===== src/design/nff_params.svh =====
// Constants of the NFC frame formatter: codes, lengths and timing counts.
// Assumes a 100 MHz core clock; times are converted to cycles here.
`ifndef NFF_PARAMS_SVH
`define NFF_PARAMS_SVH
`define NFF_CLK_MHZ 100
`define NFF_CLK_KHZ 100000
`define NFF_RATE_106_KBPS 106
`define NFF_RATE_212_KBPS 212
`define NFF_RATE_424_KBPS 424
`define NFF_RATE_CODE_106 2'h0
`define NFF_RATE_CODE_212 2'h1
`define NFF_RATE_CODE_424 2'h2
`define NFF_BIT_CYC(k) ((`NFF_CLK_KHZ) / (k))
`define NFF_SYNC_HI 8'hB2
`define NFF_SYNC_LO 8'h4D
`define NFF_START_BYTE 8'hF0
`define NFF_PRE_LEN_SEL0 8'h30
`define NFF_PRE_LEN_SEL1 8'h20
`define NFF_PRE_LEN_SEL2 8'h40
`define NFF_PRE_LEN_SEL3 8'h60
`define NFF_LEN_MIN 8'h02
`define NFF_LEN_MAX 8'hFF
`define NFF_CRC_INIT 16'h0000
`define NFF_CRC_POLY 16'h1021
`define NFF_CA_TIME_US 302
`define NFF_GUARD_TIME_US 5000
`define NFF_CA_CYC (`NFF_CA_TIME_US * `NFF_CLK_MHZ)
`define NFF_GUARD_CYC (`NFF_GUARD_TIME_US * `NFF_CLK_MHZ)
`endif


===== src/design/nff_pkg.sv =====
// Types shared by the NFC frame formatter and its surroundings.
// Assumes nothing beyond a SystemVerilog compiler.
package nff_pkg;
  typedef enum logic [2:0] {
    TX_IDLE = 3'b000, TX_PRE = 3'b001, TX_SYNC1 = 3'b010, TX_HDR = 3'b011,
    TX_LEN = 3'b100, TX_DATA = 3'b101, TX_CRC1 = 3'b110, TX_CRC2 = 3'b111
  } nff_tx_e;
  typedef enum logic [2:0] {
    RX_IDLE = 3'b000, RX_HUNT = 3'b001, RX_SB = 3'b010, RX_LEN = 3'b011,
    RX_DATA = 3'b100, RX_CRC = 3'b101
  } nff_rx_e;
  typedef enum logic [1:0] {
    FO_IDLE = 2'b00, FO_CA = 2'b01, FO_GUARD = 2'b10
  } nff_fo_e;
  typedef struct packed {
    logic mode_frame;
    logic mode_iso_a;
    logic [1:0] rate_sel;
    logic transport_frame_enable;
    logic preamble_len_sel_hi;
    logic preamble_len_sel_lo;
    logic [7:0] tx_byte_count;
  } nff_cfg_s;
  typedef struct packed {
    logic tx_done;
    logic rx_done;
    logic ca_done;
    logic ca_collision;
    logic soft_frame_err;
    logic frame_err;
    logic crc_err;
  } nff_irq_s;
endpackage

===== src/design/nff_frame_formatter.sv =====
// Frame formatter: serial frame build, reply parse and initial field-on.
// Assumes a show-ahead FIFO outside, a demodulated bit input sampled at
// the bit rate, and a field detector level already compared to threshold.
//
// Contract
// Frame mode runs at 212 or 424 kb/s, same rate both directions.
// Frame is zero preamble, B2h, 4Dh, length byte, payload, two CRC bytes.
// Length byte is valid only from 2 through 255.
// Host loads only payload into FIFO and sets the byte count.
// Two-bit selection picks preamble length, 48 bits by default.
// Transmit-with-CRC sends preamble, sync, length, FIFO payload, own CRC.
// Transmitted length byte equals byte count plus one.
// After transmit ends, receiver hunts for the reply preamble.
// After preamble and sync, length and payload go to FIFO, CRC checked.
// Host uses 106 kb/s type A or frame mode at 212/424.
// Passive initiator host uses field-on command, not transmitter bit.
// Field-on checks for external field, then turns transmitter on.
// After field on and guard time, collision-avoidance-done is raised.
// External field found raises collision flag, transmitter stays off.
// After collision the host retries field-on and does not transmit.
// Host may run collision avoidance before any reader mode.
// Transport framing needs enable bit plus type A at 106 kb/s.
// Transport transmit sends F0h, length byte, FIFO data, own CRC.
// Transport length byte is count plus one; FIFO holds data only.
// Transport receive checks start byte, stores length and data.
// Wrong start byte still stores data and raises soft framing error.
// Received CRC bytes stay out of FIFO; failed check raises CRC error.
`timescale 1ns/1ps
`default_nettype none
`include "nff_params.svh"
module nff_frame_formatter import nff_pkg::*; #(
  parameter int unsigned CA_CYC = `NFF_CA_CYC,
  parameter int unsigned GUARD_CYC = `NFF_GUARD_CYC
) (
  input wire logic i_mclk,
  input wire logic i_srst,
  input wire nff_cfg_s i_cfg,
  input wire logic i_cmd_tx_crc,
  input wire logic i_cmd_field_on,
  input wire logic i_cmd_field_off,
  input wire logic i_ext_field,
  input wire logic i_rx_bit,
  input wire logic [7:0] i_fifo_rdata,
  output logic o_fifo_rd,
  output logic o_fifo_wr,
  output logic [7:0] o_fifo_wdata,
  output logic o_tx_bit,
  output logic o_tx_en,
  output logic o_tx_active,
  output logic o_rx_active,
  output nff_irq_s o_irq
);
  function automatic logic [15:0] crc_bit(input logic [15:0] c, input logic b);
    crc_bit = {c[14:0], 1'b0} ^ ((c[15] ^ b) ? `NFF_CRC_POLY : 16'h0000);
  endfunction

  function automatic logic [9:0] period_of(input logic [1:0] r);
    case (r)
      `NFF_RATE_CODE_212: period_of = 10'(`NFF_BIT_CYC(`NFF_RATE_212_KBPS));
      `NFF_RATE_CODE_424: period_of = 10'(`NFF_BIT_CYC(`NFF_RATE_424_KBPS));
      default: period_of = 10'(`NFF_BIT_CYC(`NFF_RATE_106_KBPS));
    endcase
  endfunction

  nff_tx_e tx_state;
  nff_rx_e rx_state;
  nff_fo_e fo_state;
  logic [9:0] div_cnt;
  logic bit_en;
  logic [7:0] tx_sreg;
  logic [2:0] tx_bcnt;
  logic [7:0] pre_cnt;
  logic [7:0] data_left;
  logic [7:0] tx_count_q;
  logic tx_tf;
  logic [15:0] tx_crc;
  logic rx_tf;
  logic [15:0] rx_win;
  logic [6:0] rx_sreg;
  logic [2:0] rx_bcnt;
  logic [7:0] rx_left;
  logic [15:0] rx_crc;
  logic [19:0] fo_cnt;
  logic irq_tx_done, irq_rx_done, irq_cat, irq_cac, irq_soft, irq_frame, irq_crc;

  // Frame mode is only legal at the two upper rates.
  wire frame_ok = i_cfg.mode_frame &&
    (i_cfg.rate_sel == `NFF_RATE_CODE_212 || i_cfg.rate_sel == `NFF_RATE_CODE_424);
  wire tf_active = i_cfg.transport_frame_enable && i_cfg.mode_iso_a &&
    i_cfg.rate_sel == `NFF_RATE_CODE_106;
  wire [8:0] len_calc = {1'b0, i_cfg.tx_byte_count} + 9'h001;
  // A count whose length byte falls outside the legal range is refused.
  wire count_ok = len_calc >= {1'b0, `NFF_LEN_MIN} && len_calc <= {1'b0, `NFF_LEN_MAX};
  wire tx_go = i_cmd_tx_crc && tx_state == TX_IDLE && fo_state == FO_IDLE &&
    (frame_ok || tf_active) && count_ok;
  wire [7:0] pre_len = i_cfg.preamble_len_sel_hi ?
    (i_cfg.preamble_len_sel_lo ? `NFF_PRE_LEN_SEL3 : `NFF_PRE_LEN_SEL2) :
    (i_cfg.preamble_len_sel_lo ? `NFF_PRE_LEN_SEL1 : `NFF_PRE_LEN_SEL0);
  wire tx_byte_end = bit_en && tx_bcnt == 3'h7;
  wire tx_crc_on = tx_state == TX_LEN || tx_state == TX_DATA;
  wire [15:0] tx_crc_nxt = crc_bit(tx_crc, tx_sreg[7]);
  wire tx_last = tx_byte_end && tx_state == TX_CRC2;
  wire [7:0] rx_byte = {rx_sreg, i_rx_bit};
  wire rx_byte_end = bit_en && rx_bcnt == 3'h7;
  wire [15:0] rx_win_nxt = {rx_win[14:0], i_rx_bit};
  wire [15:0] rx_crc_nxt = crc_bit(rx_crc, i_rx_bit);
  wire rx_sync_hit = rx_state == RX_HUNT && bit_en && !rx_tf &&
    rx_win_nxt == {`NFF_SYNC_HI, `NFF_SYNC_LO};
  wire rx_sb_start = rx_state == RX_HUNT && bit_en && rx_tf && i_rx_bit;
  wire len_bad = rx_byte < `NFF_LEN_MIN;

  always_ff @(posedge i_mclk) begin
    if (i_srst || tx_go) begin
      div_cnt <= 10'h000;
      bit_en <= 1'b0;
    end else begin
      bit_en <= div_cnt == period_of(i_cfg.rate_sel) - 10'h001;
      div_cnt <= (div_cnt == period_of(i_cfg.rate_sel) - 10'h001) ? 10'h000 :
        div_cnt + 10'h001;
    end
  end

  // Transmit path: one byte register shifted out MSB first.
  always_ff @(posedge i_mclk) begin
    o_fifo_rd <= 1'b0;
    irq_tx_done <= 1'b0;
    if (i_srst) begin
      tx_state <= TX_IDLE;
      tx_sreg <= 8'h00;
      tx_bcnt <= 3'h0;
      pre_cnt <= 8'h00;
      data_left <= 8'h00;
      tx_count_q <= 8'h00;
      tx_tf <= 1'b0;
      tx_crc <= `NFF_CRC_INIT;
      o_tx_bit <= 1'b0;
      o_tx_active <= 1'b0;
    end else if (tx_go) begin
      tx_count_q <= i_cfg.tx_byte_count;
      tx_tf <= tf_active;
      tx_bcnt <= 3'h0;
      tx_crc <= `NFF_CRC_INIT;
      pre_cnt <= pre_len;
      o_tx_active <= 1'b1;
      tx_state <= tf_active ? TX_HDR : TX_PRE;
      tx_sreg <= tf_active ? `NFF_START_BYTE : 8'h00;
    end else if (bit_en && tx_state == TX_PRE) begin
      o_tx_bit <= 1'b0;
      pre_cnt <= pre_cnt - 8'h01;
      if (pre_cnt == 8'h01) begin
        tx_state <= TX_SYNC1;
        tx_sreg <= `NFF_SYNC_HI;
      end
    end else if (bit_en && tx_state != TX_IDLE) begin
      o_tx_bit <= tx_sreg[7];
      tx_sreg <= {tx_sreg[6:0], 1'b0};
      tx_bcnt <= tx_bcnt + 3'h1;
      if (tx_crc_on) begin
        tx_crc <= tx_crc_nxt;
      end
      if (tx_byte_end) begin
        case (tx_state)
          TX_SYNC1: begin
            tx_state <= TX_HDR;
            tx_sreg <= `NFF_SYNC_LO;
          end
          TX_HDR: begin
            tx_state <= TX_LEN;
            tx_sreg <= tx_count_q + 8'h01;
          end
          TX_LEN, TX_DATA: begin
            if (tx_state == TX_LEN || data_left != 8'h00) begin
              tx_state <= TX_DATA;
              tx_sreg <= i_fifo_rdata;
              o_fifo_rd <= 1'b1;
              data_left <= (tx_state == TX_LEN ? tx_count_q : data_left) - 8'h01;
            end else begin
              tx_state <= TX_CRC1;
              tx_sreg <= tx_crc_nxt[15:8];
            end
          end
          TX_CRC1: begin
            tx_state <= TX_CRC2;
            tx_sreg <= tx_crc[7:0];
          end
          default: begin
            tx_state <= TX_IDLE;
            o_tx_active <= 1'b0;
            irq_tx_done <= 1'b1;
          end
        endcase
      end
    end
  end

  // Receive path. There is no reply timeout here; a later transmit or
  // field-on command abandons the hunt.
  always_ff @(posedge i_mclk) begin
    o_fifo_wr <= 1'b0;
    irq_rx_done <= 1'b0;
    irq_soft <= 1'b0;
    irq_frame <= 1'b0;
    irq_crc <= 1'b0;
    if (i_srst || tx_go || i_cmd_field_on) begin
      rx_state <= RX_IDLE;
      rx_tf <= 1'b0;
      rx_win <= 16'h0000;
      rx_sreg <= 7'h00;
      rx_bcnt <= 3'h0;
      rx_left <= 8'h00;
      rx_crc <= `NFF_CRC_INIT;
      o_fifo_wdata <= 8'h00;
      o_rx_active <= 1'b0;
    end else if (tx_last) begin
      rx_state <= RX_HUNT;
      rx_tf <= tx_tf;
      rx_win <= 16'h0000;
      o_rx_active <= 1'b1;
    end else if (rx_sync_hit) begin
      rx_state <= RX_LEN;
      rx_bcnt <= 3'h0;
      rx_crc <= `NFF_CRC_INIT;
    end else if (rx_sb_start) begin
      rx_state <= RX_SB;
      rx_sreg <= 7'h01;
      rx_bcnt <= 3'h1;
    end else if (rx_state == RX_HUNT && bit_en) begin
      rx_win <= rx_win_nxt;
    end else if (bit_en && rx_state != RX_IDLE) begin
      rx_sreg <= rx_byte[6:0];
      rx_bcnt <= rx_bcnt + 3'h1;
      rx_crc <= rx_crc_nxt;
      if (rx_byte_end) begin
        case (rx_state)
          RX_SB: begin
            rx_state <= RX_LEN;
            rx_crc <= `NFF_CRC_INIT;
            irq_soft <= rx_byte != `NFF_START_BYTE;
          end
          RX_LEN: begin
            if (len_bad) begin
              rx_state <= RX_IDLE;
              o_rx_active <= 1'b0;
              irq_frame <= 1'b1;
            end else begin
              rx_state <= RX_DATA;
              o_fifo_wr <= 1'b1;
              o_fifo_wdata <= rx_byte;
              rx_left <= rx_byte - 8'h01;
            end
          end
          RX_DATA: begin
            o_fifo_wr <= 1'b1;
            o_fifo_wdata <= rx_byte;
            rx_left <= rx_left - 8'h01;
            if (rx_left == 8'h01) begin
              rx_state <= RX_CRC;
              rx_left <= 8'h02;
            end
          end
          RX_CRC: begin
            rx_left <= rx_left - 8'h01;
            if (rx_left == 8'h01) begin
              rx_state <= RX_IDLE;
              o_rx_active <= 1'b0;
              irq_rx_done <= 1'b1;
              irq_crc <= rx_crc_nxt != 16'h0000;
            end
          end
          default: rx_state <= RX_IDLE;
        endcase
      end
    end
  end

  // Initial field-on: watch for a foreign field, then switch on and guard.
  always_ff @(posedge i_mclk) begin
    irq_cat <= 1'b0;
    irq_cac <= 1'b0;
    if (i_srst || i_cmd_field_off) begin
      fo_state <= FO_IDLE;
      fo_cnt <= 20'h00000;
      o_tx_en <= 1'b0;
    end else begin
      case (fo_state)
        FO_IDLE: begin
          if (i_cmd_field_on && tx_state == TX_IDLE) begin
            fo_state <= FO_CA;
            fo_cnt <= 20'h00000;
          end
        end
        FO_CA: begin
          fo_cnt <= fo_cnt + 20'h00001;
          if (i_ext_field) begin
            fo_state <= FO_IDLE;
            o_tx_en <= 1'b0;
            irq_cac <= 1'b1;
          end else if (fo_cnt == 20'(CA_CYC - 1)) begin
            fo_state <= FO_GUARD;
            fo_cnt <= 20'h00000;
            o_tx_en <= 1'b1;
          end
        end
        FO_GUARD: begin
          fo_cnt <= fo_cnt + 20'h00001;
          if (fo_cnt == 20'(GUARD_CYC - 1)) begin
            fo_state <= FO_IDLE;
            irq_cat <= 1'b1;
          end
        end
        default: fo_state <= FO_IDLE;
      endcase
    end
  end

  assign o_irq = '{tx_done: irq_tx_done, rx_done: irq_rx_done, ca_done: irq_cat,
    ca_collision: irq_cac, soft_frame_err: irq_soft, frame_err: irq_frame,
    crc_err: irq_crc};

  a_len_byte_value: assert property (@(posedge i_mclk) disable iff (i_srst)
    (tx_byte_end && tx_state == TX_HDR) |=> (tx_sreg == tx_count_q + 8'h01))
    else $error("length byte is not count plus one");
  a_sync_after_pre: assert property (@(posedge i_mclk) disable iff (i_srst)
    (bit_en && tx_state == TX_PRE && pre_cnt == 8'h01) |=>
    (tx_state == TX_SYNC1 && tx_sreg == `NFF_SYNC_HI))
    else $error("first sync byte missing after preamble");
  a_start_byte_tx: assert property (@(posedge i_mclk) disable iff (i_srst)
    (tx_go && tf_active) |=> (tx_state == TX_HDR && tx_sreg == `NFF_START_BYTE))
    else $error("transport frame does not begin with start byte");
  a_hunt_after_tx: assert property (@(posedge i_mclk) disable iff (i_srst)
    $rose(irq_tx_done) |-> (rx_state == RX_HUNT && o_rx_active))
    else $error("receiver not hunting after transmit");
  a_collision_off: assert property (@(posedge i_mclk) disable iff (i_srst)
    irq_cac |-> (!o_tx_en && fo_state == FO_IDLE))
    else $error("transmitter on after collision");
  a_cat_field_on: assert property (@(posedge i_mclk) disable iff (i_srst)
    irq_cat |-> (o_tx_en && $past(fo_state) == FO_GUARD))
    else $error("done flag without field on");
  a_crc_not_stored: assert property (@(posedge i_mclk) disable iff (i_srst)
    ($past(rx_state) == RX_CRC && rx_state == RX_CRC) |-> !o_fifo_wr)
    else $error("received crc written to fifo");
  a_short_len_drop: assert property (@(posedge i_mclk) disable iff (i_srst)
    (rx_byte_end && rx_state == RX_LEN && len_bad) |=> (irq_frame && !o_fifo_wr))
    else $error("short length byte accepted");
  a_bad_sb_soft: assert property (@(posedge i_mclk) disable iff (i_srst)
    (rx_byte_end && rx_state == RX_SB && rx_byte != `NFF_START_BYTE) |=>
    (irq_soft && rx_state == RX_LEN))
    else $error("bad start byte not flagged");
  a_bad_count_refused: assert property (@(posedge i_mclk) disable iff (i_srst)
    (i_cmd_tx_crc && tx_state == TX_IDLE && !count_ok) |=> (tx_state == TX_IDLE))
    else $error("out of range count started a frame");
  a_rate_legal: assert property (@(posedge i_mclk) disable iff (i_srst)
    tx_go |-> (tf_active || i_cfg.rate_sel != `NFF_RATE_CODE_106))
    else $error("frame mode started at wrong rate");
endmodule // nff_frame_formatter
`default_nettype wire


===== config.mk =====
export PLATFORM = sky130hd
export DESIGN_NAME = nff_frame_formatter
export DESIGN_NICKNAME = d
export VERILOG_FILES = /design/src/design/nff_pkg.sv /design/src/design/nff_frame_formatter.sv
export VERILOG_INCLUDE_DIRS = /design/src /design/src/design
export SDC_FILE = /design/constraint.sdc
export NUM_CORES = 1
export LEC_CHECK = 0
export ABC_AREA = 1
export BUFFER_PORTS_ARGS = -buffer_cell sky130_fd_sc_hd__buf_4
export CORE_MARGIN = 5
export CORE_UTILIZATION = 60
export CTS_BUF_LIST = sky130_fd_sc_hd__clkbuf_2 sky130_fd_sc_hd__clkbuf_4 sky130_fd_sc_hd__clkbuf_8
export CTS_CLUSTER_DIAMETER = 50
export DETAILED_ROUTE_END_ITERATION = 10
export GPL_TIMING_DRIVEN = 0
export PLACE_DENSITY_LB_ADDON = 0.12
export SYNTH_ARGS = -nofsm -noshare
export SYNTH_HDL_FRONTEND = slang
export SYNTH_SLANG_ARGS = --single-unit

===== constraint.sdc =====
create_clock -name i_mclk -period 4.2 [get_ports i_mclk]
set_input_delay 0.84 -clock i_mclk [delete_from_list [all_inputs] [get_ports i_mclk]]
set_output_delay 0.84 -clock i_mclk [all_outputs]
set_load 0.02 [all_outputs]

==> qor.txt, run 1 <==
Tightest Hold Check Type = flop to flop
Inserted Clock Buffers = 17
CP startpoint kind = input port
slew at the pin closest to its max-slew limit = 794 ps
routed wl met2 = 9800 um
Gate power share = 6.6%
Hold WS = 462 ps
internal power = 0.00222 W
Routed WL per cell = 13.4 um
Sum Neg Setup Slack = 0 ps
H-tree Lvls = 4
Largest stage delay, worst path = 280 ps
critical path's slowest cell = nor2_4
CTS max path bufs = 2
vias = 8,468
crit-path most repeated cell = nand2_2
die height = 130 um
CTS tree = built
Setup Fix Bufs, Post-CTS = 0
post-synthesis sequential area ratio = 37.3%
CP max FO = 10
sequential power share = 53.2%
# IOs = 51
Synth Area per Inst = 6.62 um^2
antenna-violating nets left = 0
number of core rows = 44
yosys warns = 0
Leakage = 4.02 nW
Clock transition at path regs = 80 ps
vias per cell = 5.37
GPL Wtd Cong = 0.962
Tmin final = 2530 ps
status = complete, no violations
Post-CTS Hold Buffers = 0
Sink Count = 162
Final period util = 60.2%
fmax = 396 MHz
Setup crit end kind = flop
Peak VDD IR = 259 uV
total grt overflow = 0
CP Cell Sequence = buf_4 > inv_1 > ha_1 > inv_1 > nor3_1 > nand4_1 > nand2_1 > nand2_1 > nand2_2 > nand2_2 > nor2_4 > nand2_2 > buf_2 > a21oi_1
drt total wl = 21,100 um
Die X = 130 um
final hold vios = 0
crit path kind = input port to flop
NetSw = 0.000713 W
worst setup margin = 1670 ps
Mapped Cells = 1,313
core area = 14,400 um^2
Pre-Repair DR Iteration Count = 7
first-pass GRT wire length = 35,000 um
routed wl met3 = 1030 um
Req. time, crit path = 4600 ps
uppermost layer routed = met4
number of antenna violations at the first check in global routing = 0
fin nets = 1,435
RSZ-0062 raised after global routing = no
Mapped Nets = 1,367
vias in the first global route = 7,563
Starting Density = 60.4%
Setup-failing EPs final = 0
critical path arrival = 2920 ps
Die ar. = 17,000 um^2
share of layout cells above drive strength 1 = 10.5%
worst skew pair latency = 470 ps
Synth Cell Area = 8690 um^2
power per cell area = 303 nW/um^2
Finished Cell Area = 9700 um^2
Switching Share = 24.3%
max cap viols = 0
fill count = 1,361
gr usage total = 25.4%
WL met1 = 9910 um
ANT cells = 0
placed cell areas = 9280 um^2
Port Buffers = 49
post-layout total power = 0.00294 W
Root Buffer = clkbuf_8
largest net degree at the start of global routing = 17
Slew Viols, Final = 0
pre-CTS setup slack = 1210 ps
library cells used by synthesis = 41
area grow syn2layout = 11.6%
HPWL after DPL = 15,600 um
Slew headroom = 47.1%
clock network fraction of total power = 40.2%
post_cts resized = 0
DRT iter0 DRCs = 603
WHS Path Cells = 2
worst clock skew = 11.5 ps
drt drc = 0
worst r2r path cells = 12
#FFs+latches synth = 162
==> power groups by stage <==
stage | Sequential [W] | Combinational, W | Clock, W
CTS | 0.00156 | 0.000194 | 0.00120
global placement | 0.00160 | 0.000189 | 0
global route | 0.00156 | 0.000219 | 0.00127
floorplan | 0.00159 | 0.000123 | 0
finish | 0.00156 | 0.000195 | 0.00118
detailed placement | 0.00160 | 0.000193 | 0
==> logic make-up after synthesis <==
logic type                 count (synthesis)  share of synthesized area (%)
xor gates and xnor gates                  30                           3.03
buffers and inverters                    202                           9.32
AOI/OAI and AO/OA                        186                           11.3
adders and majority gates                 24                           3.46
and+or+nand+nor                          709                           35.6
DFF                                      162                           37.3
==> cells in the mapped netlist, drive strengths merged <==
master,instances,share of area (%)
nand3,108,6.4
o32ai,1,0.10
nor3,34,2.1
a22oi,2,0.17
a31oi,2,0.14
xnor2,6,0.61
o22ai,5,0.36
xor2,24,2.4
nand2,336,15
ha,24,3.5
a211oi,2,0.17
nand4,40,2.9
dfxtp,162,37
nor3b,4,0.35
nor4,3,0.22
o21ai,53,3.2
nor2,171,7.9
nand3b,4,0.35
clkbuf,23,0.99
buf,21,1.5
inv,158,6.8
and3,1,0.072
or2,8,0.58
o21a,3,0.26
a32oi,1,0.10
o211ai,1,0.086
a21oi,116,6.7
==> critical path, delay by kind of cell <==
family | cells | cell delay [ps]
simple gates | 8 | 1230
fa+ha+maj | 1 | 260
compound gates | 1 | 140
buf+inv | 4 | 430
==> metal layers <==
layer  GRT usage, %  up-vias
li1               -     4367
met4           7.58        0
met2           40.9      221
met3           4.71       40
met5              0        -
met1           34.9     3840
==> worst paths after layout <==
check                         end  slack [ps]             from
hold reg to reg   o_fifo_wdata[7]         460  o_fifo_wdata[7]
hold / removal    o_fifo_wdata[7]         460  o_fifo_wdata[7]
setup reg to reg        rx_crc[3]        1730       tx_bcnt[0]
setup / recovery        rx_win[8]        1670         i_cfg[0]
==> layout make-up <==
type	count	area (um^2)	share of cell area, %
multi-input combinational	949	4630	47.8
sequential	162	3240	33.4
inverter	158	593	6.12
timing repair buffer	49	368	3.79
clock buffer	23	310	3.20
tap	184	230	2.37
buffer	44	216	2.23
clock inverter	9	101	1.05
==> sequential cells by signal, indices dropped and copies added (netlist names), 2 cells and up <==
name	flops
tx_count_q	8
data_left	8
tx_sreg	8
rx_sreg	7
rx_left	8
rx_bcnt	3
tx_crc	16
rx_state	3
rx_crc	16
fo_cnt	20
fo_state	2
tx_bcnt	3
rx_win	15
tx_state	3
div_cnt	10
o_fifo_wdata	8
pre_cnt	8
==> placed cells by master (no fill, tap or decap), types with 22 or more instances in the layout <==
cell,count
nand4_1,40
nor3_1,32
nand3_1,105
clkbuf_8,22
clkbuf_1,23
inv_1,141
xor2_1,24
o21ai_0,42
dfxtp_1,162
ha_1,24
nor2_1,163
buf_4,58
nand2_1,329
a21oi_1,115
==> through the flow <==
step	cells	util, %
final	1578	67.5
after global placement	1546	64.6
after global routing	1578	67.5
after detailed placement	1546	64.6
after CTS	1578	67.5
after floorplan	1313	-
No activity file was read; power rests on OpenSTA's default activity.
==> inputs of run 2 (changes only) <==
clock period = 2.4 ns   (was 4.2 ns; I/O delays follow)
==> qor.txt, run 2 (synthesized netlist as in run 1, its figures left out) <==
status = complete, no violations
drt drc = 0 (unchanged)
max reg flops = 20 (unchanged)
Tightest Hold Check Type = input port to flop
crit path kind = flop to flop
Final period util = 95.5%
CTS tree = built
slew at the pin closest to its max-slew limit = 782 ps (-12.1 ps)
total grt overflow = 0 (unchanged)
Sink Count = 162 (unchanged)
Req. time, crit path = 2740 ps (-1860 ps)
HPWL after DPL = 15,600 um (unchanged)
Inserted Clock Buffers = 17 (unchanged)
drt total wl = 21,200 um (+0.41%)
critical path arrival = 2630 ps (-290 ps)
number of antenna violations at the first check in global routing = 0 (unchanged)
vias per cell = 5.36 (about the same)
Peak VDD IR = 455 uV (+76%)
vias = 8,489 (+0.25%)
share of layout cells above drive strength 1 = 11.0% (+0.46 points)
power per cell area = 528 nW/um^2 (+74%)
Core Util, Final = 67.9% (+0.43 points)
CTS max path bufs = 2 (unchanged)
Setup-failing EPs final = 0 (unchanged)
Slew headroom = 47.9% (+0.80 points)
Slew Viols, Final = 0 (unchanged)
Pre-Repair DR Iteration Count = 6 (-1)
leading cell type in the layout, fill and taps excluded = nand2_1
Root Buffer = clkbuf_8
die height = 130 um (unchanged)
Leakage = 4.07 nW (+1.3%)
top flop regs = fo_cnt x20, rx_crc x16, tx_crc x16
CP startpoint kind = flop
Clock transition at path regs = 90 ps (about the same)
DRT iter0 DRCs = 576 (-4.5%)
first-pass GRT wire length = 35,000 um (about the same)
Routed WL per cell = 13.4 um (about the same)
Die ar. = 17,000 um^2 (unchanged)
final hold vios = 0 (unchanged)
Die X = 130 um (unchanged)
core area = 14,400 um^2 (unchanged)
RSZ-0062 raised after global routing = yes
Tmin final = 2290 ps
# IOs = 51 (unchanged)
Port Buffers = 49 (unchanged)
H-tree Lvls = 4 (unchanged)
fill count = 1,356 (-0.37%)
worst skew pair latency = 470 ps (about the same)
fin nets = 1,440 (+0.35%)
Post-CTS Hold Buffers = 0 (unchanged)
Starting Density = 60.4% (unchanged)
area grow syn2layout = 12.3%
worst clock skew = 9.71 ps (-1.76 ps)
antenna-violating nets left = 0 (unchanged)
vias in the first global route = 7,563 (unchanged)
gr usage total = 25.4% (about the same)
Setup crit end kind = flop
largest net degree at the start of global routing = 17 (unchanged)
ANT cells = 0 (unchanged)
Hold WS = 294 ps (-168 ps)
GPL Wtd Cong = 0.962 (unchanged)
number of core rows = 44 (unchanged)
max cap viols = 0 (unchanged)
Biggest register = fo_cnt
most frequent cells in the layout = nand2_1 (329), nor2_1 (163), dfxtp_1 (162)
CP max FO = 10 (unchanged)
fmax = 436 MHz
-- run 2: cell types whose count changed in the layout (fill, tap and decap cells not counted) --
| cell | change |
|---|---|
| nor3_2 | -1 |
| clkbuf_2 | +1 |
| o21ai_2 | +1 |
| clkbuf_1 | -1 |
| buf_12 | +1 |
| o21ai_1 | -1 |
| nor3_4 | +1 |
| buf_4 | +4 |
-- run 2: critical path, stage by stage, from the launching register on --
cell and delay [ps]:
dfxtp_1 350, inv_1 90, ha_1 250, nand4_1 160, a21oi_1 230, nand2_2 190
nand2_2 230, nor2_4 100, inv_2 80, clkbuf_1 390, nor2_1 110
-- run 2: where the power goes --
group / internal [W] / switching, W / leakage (nW) / total (W)
registers: 0.00271 / 0.0000226 / 1.31 / 0.00273
clock network: 0.00107 / 0.00101 / 0.215 / 0.00207
logic: 0.000116 / 0.000228 / 2.55 / 0.000343
-- run 2: per-stage QoR --
step | setup TNS [ps] | setup slack (ps) | total power [W] | instances | area [um^2]
after floorplan | 0 | 409 | 0.00301 | 1313 | 8690
after global placement | -6120 | -190 | 0.00313 | 1546 | 9280
after detailed placement | -7460 | -234 | 0.00313 | 1546 | 9280
after CTS | 0 | 40.9 | 0.00517 | 1578 | 9700
after global routing | -947 | -62.1 | 0.00535 | 1583 | 9760
final | 0 | 108 | 0.00515 | 1583 | 9760
-- run 2: routing by layer --
layer  up-vias  track usage [%]  part of all wire, %
met4         0             7.58                  1.8
met1      3848             34.9                   47
met2       219             40.9                   46
met3        42             4.71                  5.1
li1       4380                -                    -
met5         -                0                    0
-- run 2: final timing paths --
path              startpoint               to  slack, ps  cells after the start
max              fo_state[0]       rx_bcnt[1]        110                     10
min                 i_cfg[8]       pre_cnt[4]        290                      4
max reg2reg      fo_state[0]       rx_bcnt[1]        110                     10
min reg2reg  o_fifo_wdata[7]  o_fifo_wdata[7]        460                      2
-- run 2: timing repair --
item                       4_1_cts  5_1_grt
setup buffers                    0        5
gates cloned                     0        0
resized for setup                1        3
setup endpoints to repair       10       57
pin swaps                        0        3
hold endpoints to repair         0        0
-- run 2: layout make-up --
| type | count | area [um^2] | area share [%] |
|---|---|---|---|
| inverters | 158 | 593 | 6.08 |
| flip-flops and latches | 162 | 3240 | 33.2 |
| clock buffers | 23 | 310 | 3.18 |
| clock inverters | 9 | 101 | 1.04 |
| plain buffers | 44 | 218 | 2.23 |
| multi-input cells | 949 | 4640 | 47.6 |
| well taps | 184 | 230 | 2.36 |
| repair buffers | 54 | 418 | 4.28 |
==> inputs of run 3 (changes only) <==
MAX_ROUTING_LAYER = met4   (was unset)
==> qor.txt, run 3 (synthesized netlist as in run 1, its figures left out) <==
Switching Share = 25.4% (+1.0 points)
die height = 130 um (unchanged)
worst clock skew = 11.0 ps (+1.24 ps)
first-pass GRT wire length = 35,500 um (+1.5%)
Peak VDD IR = 445 uV (-2.1%)
GPL Wtd Cong = 0.967 (+0.46%)
Slew Viols, Final = 0 (unchanged)
final hold vios = 0 (unchanged)
DRT iter0 DRCs = 599 (+4.0%)
CTS max path bufs = 2 (unchanged)
gr usage total = 26.4% (+1.1 points)
Sink Count = 162 (unchanged)
met1 Use GR = 34.7% (-0.16 points)
Setup-failing EPs final = 0 (unchanged)
R2R Setup Slk = 210 ps (+100 ps)
number of antenna violations at the first check in global routing = 0 (unchanged)
Leakage = 4.08 nW (+0.15%)
sequential power share = 52.5% (-0.5 points)
vias in the first global route = 7,691 (+1.7%)
share of layout cells above drive strength 1 = 11.4% (+0.36 points)
Core Util, Final = 68.0% (+0.096 points)
RSZ-0062 raised after global routing = no
slew at the pin closest to its max-slew limit = 790 ps (+7.95 ps)
critical path arrival = 2590 ps (-40 ps)
Hold WS = 298 ps (+3.89 ps)
Hold Crit Start = i_cfg[8]
HPWL after DPL = 15,600 um (+0.52%)
Slew headroom = 47.3% (-0.53 points)
CTS tree = built
# IOs = 51 (unchanged)
power per cell area = 533 nW/um^2 (+0.93%)
Tightest Hold Check Type = input port to flop
Biggest register = fo_cnt
CP max FO = 10 (unchanged)
area grow syn2layout = 12.5%
Inserted Clock Buffers = 17 (unchanged)
drt total wl = 21,300 um (+0.50%)
clock network fraction of total power = 40.9% (+0.6 points)
Critical Path Source = fo_state[0]
Post-CTS Hold Buffers = 0 (unchanged)
ANT cells = 0 (unchanged)
max reg flops = 20 (unchanged)
Reg2Reg Launch Point = fo_state[0]
GR peak layer = met2
largest net degree at the start of global routing = 17 (unchanged)
worst r2r path cells = 10 (unchanged)
drt drc = 0 (unchanged)
global-route met3 utilization = 5.40% (+0.70 points)
crit path kind = flop to flop
Root Buffer = clkbuf_8
Gate power share = 6.6% (about the same)
max cap viols = 0 (unchanged)
Sum Neg Setup Slack = 0 ps (unchanged)
Setup crit end kind = flop
met2 Track Usage GR = 41.5% (+0.60 points)
Final period util = 91.4% (-4.0 points)
vias = 8,499 (+0.12%)
core area = 14,400 um^2 (unchanged)
Routed WL per cell = 13.5 um (+0.50%)
Port Buffers = 49 (unchanged)
H-tree Lvls = 4 (unchanged)
most frequent cells in the layout = nand2_1 (327), nor2_1 (163), dfxtp_1 (162)
fmax = 456 MHz (+4.4%)
WHS Path Cells = 4 (unchanged)
antenna-violating nets left = 0 (unchanged)
leading cell type in the layout, fill and taps excluded = nand2_1
worst skew pair latency = 460 ps (about the same)
NetSw = 0.00132 W (+5.2%)
Req. time, crit path = 2790 ps (+50 ps)
top flop regs = fo_cnt x20, rx_crc x16, tx_crc x16
Die ar. = 17,000 um^2 (unchanged)
total grt overflow = 0 (unchanged)
Tmin final = 2190 ps (-97.2 ps)
Starting Density = 60.4% (unchanged)
status = complete, no violations
vias per cell = 5.37 (+0.12%)
internal power = 0.00388 W (-0.27%)
Pre-Repair DR Iteration Count = 5 (-1)
fin nets = 1,440 (unchanged)
number of core rows = 44 (unchanged)
Clock transition at path regs = 90 ps (about the same)
Die X = 130 um (unchanged)
CP startpoint kind = flop
run 3: stage by stage:
step | area, um^2 | total power, W | worst slack, ps | instances
after floorplan | 8690 | 0.00301 | 409 | 1313
after global placement | 9280 | 0.00313 | -179 | 1546
after detailed placement | 9280 | 0.00313 | -217 | 1546
after CTS | 9710 | 0.00523 | 11.3 | 1578
after global routing | 9770 | 0.00541 | 51.6 | 1583
final | 9770 | 0.00520 | 205 | 1583
run 3: power by group through the flow:
stage	sequential, W	clock (W)	combinational [W]
after floorplan	0.00279	0	0.000215
after global placement	0.00279	0	0.000333
after detailed placement	0.00279	0	0.000338
after CTS	0.00273	0.00216	0.000341
after global routing	0.00274	0.00229	0.000387
final	0.00273	0.00213	0.000345
run 3: cell type report:
| class | count | area, um^2 |
|---|---|---|
| multi-input combinational | 949 | 4650 |
| fill | 1300 | 4600 |
| sequential | 162 | 3240 |
| inverter | 158 | 593 |
| timing repair buffer | 54 | 405 |
| clock buffer | 18 | 241 |
| tap | 184 | 230 |
| buffer | 44 | 224 |
| clock inverter | 14 | 180 |
run 3: layer usage:
layer	part of all wire, %	vias up
li1	-	4388
met1	46	3846
met2	47	235
met3	5.2	30
met4	1.4	0
met5	0	-
run 3: worst paths after layout:
| path | end |
|---|---|
| max | rx_win[7] |
| min | pre_cnt[4] |
| max reg2reg | rx_win[7] |
| min reg2reg | tx_sreg[1] |
run 3: critical path, cell delays in order, from the launching register on:
cell     delay [ps]
dfxtp_1         400
inv_1            80
ha_1            270
nand4_1         200
a21oi_2          70
nand2_2         190
nand2_4         140
nor2_4          220
nand2_2         180
buf_2           230
a21oi_1         140
run 3: repair_timing:
item,4_1_cts,5_1_grt
setup buffers,0,5
pin swaps,0,3
endpoints found under the hold margin,0,0
gates resized for setup,2,11
endpoints found under the setup margin,17,62
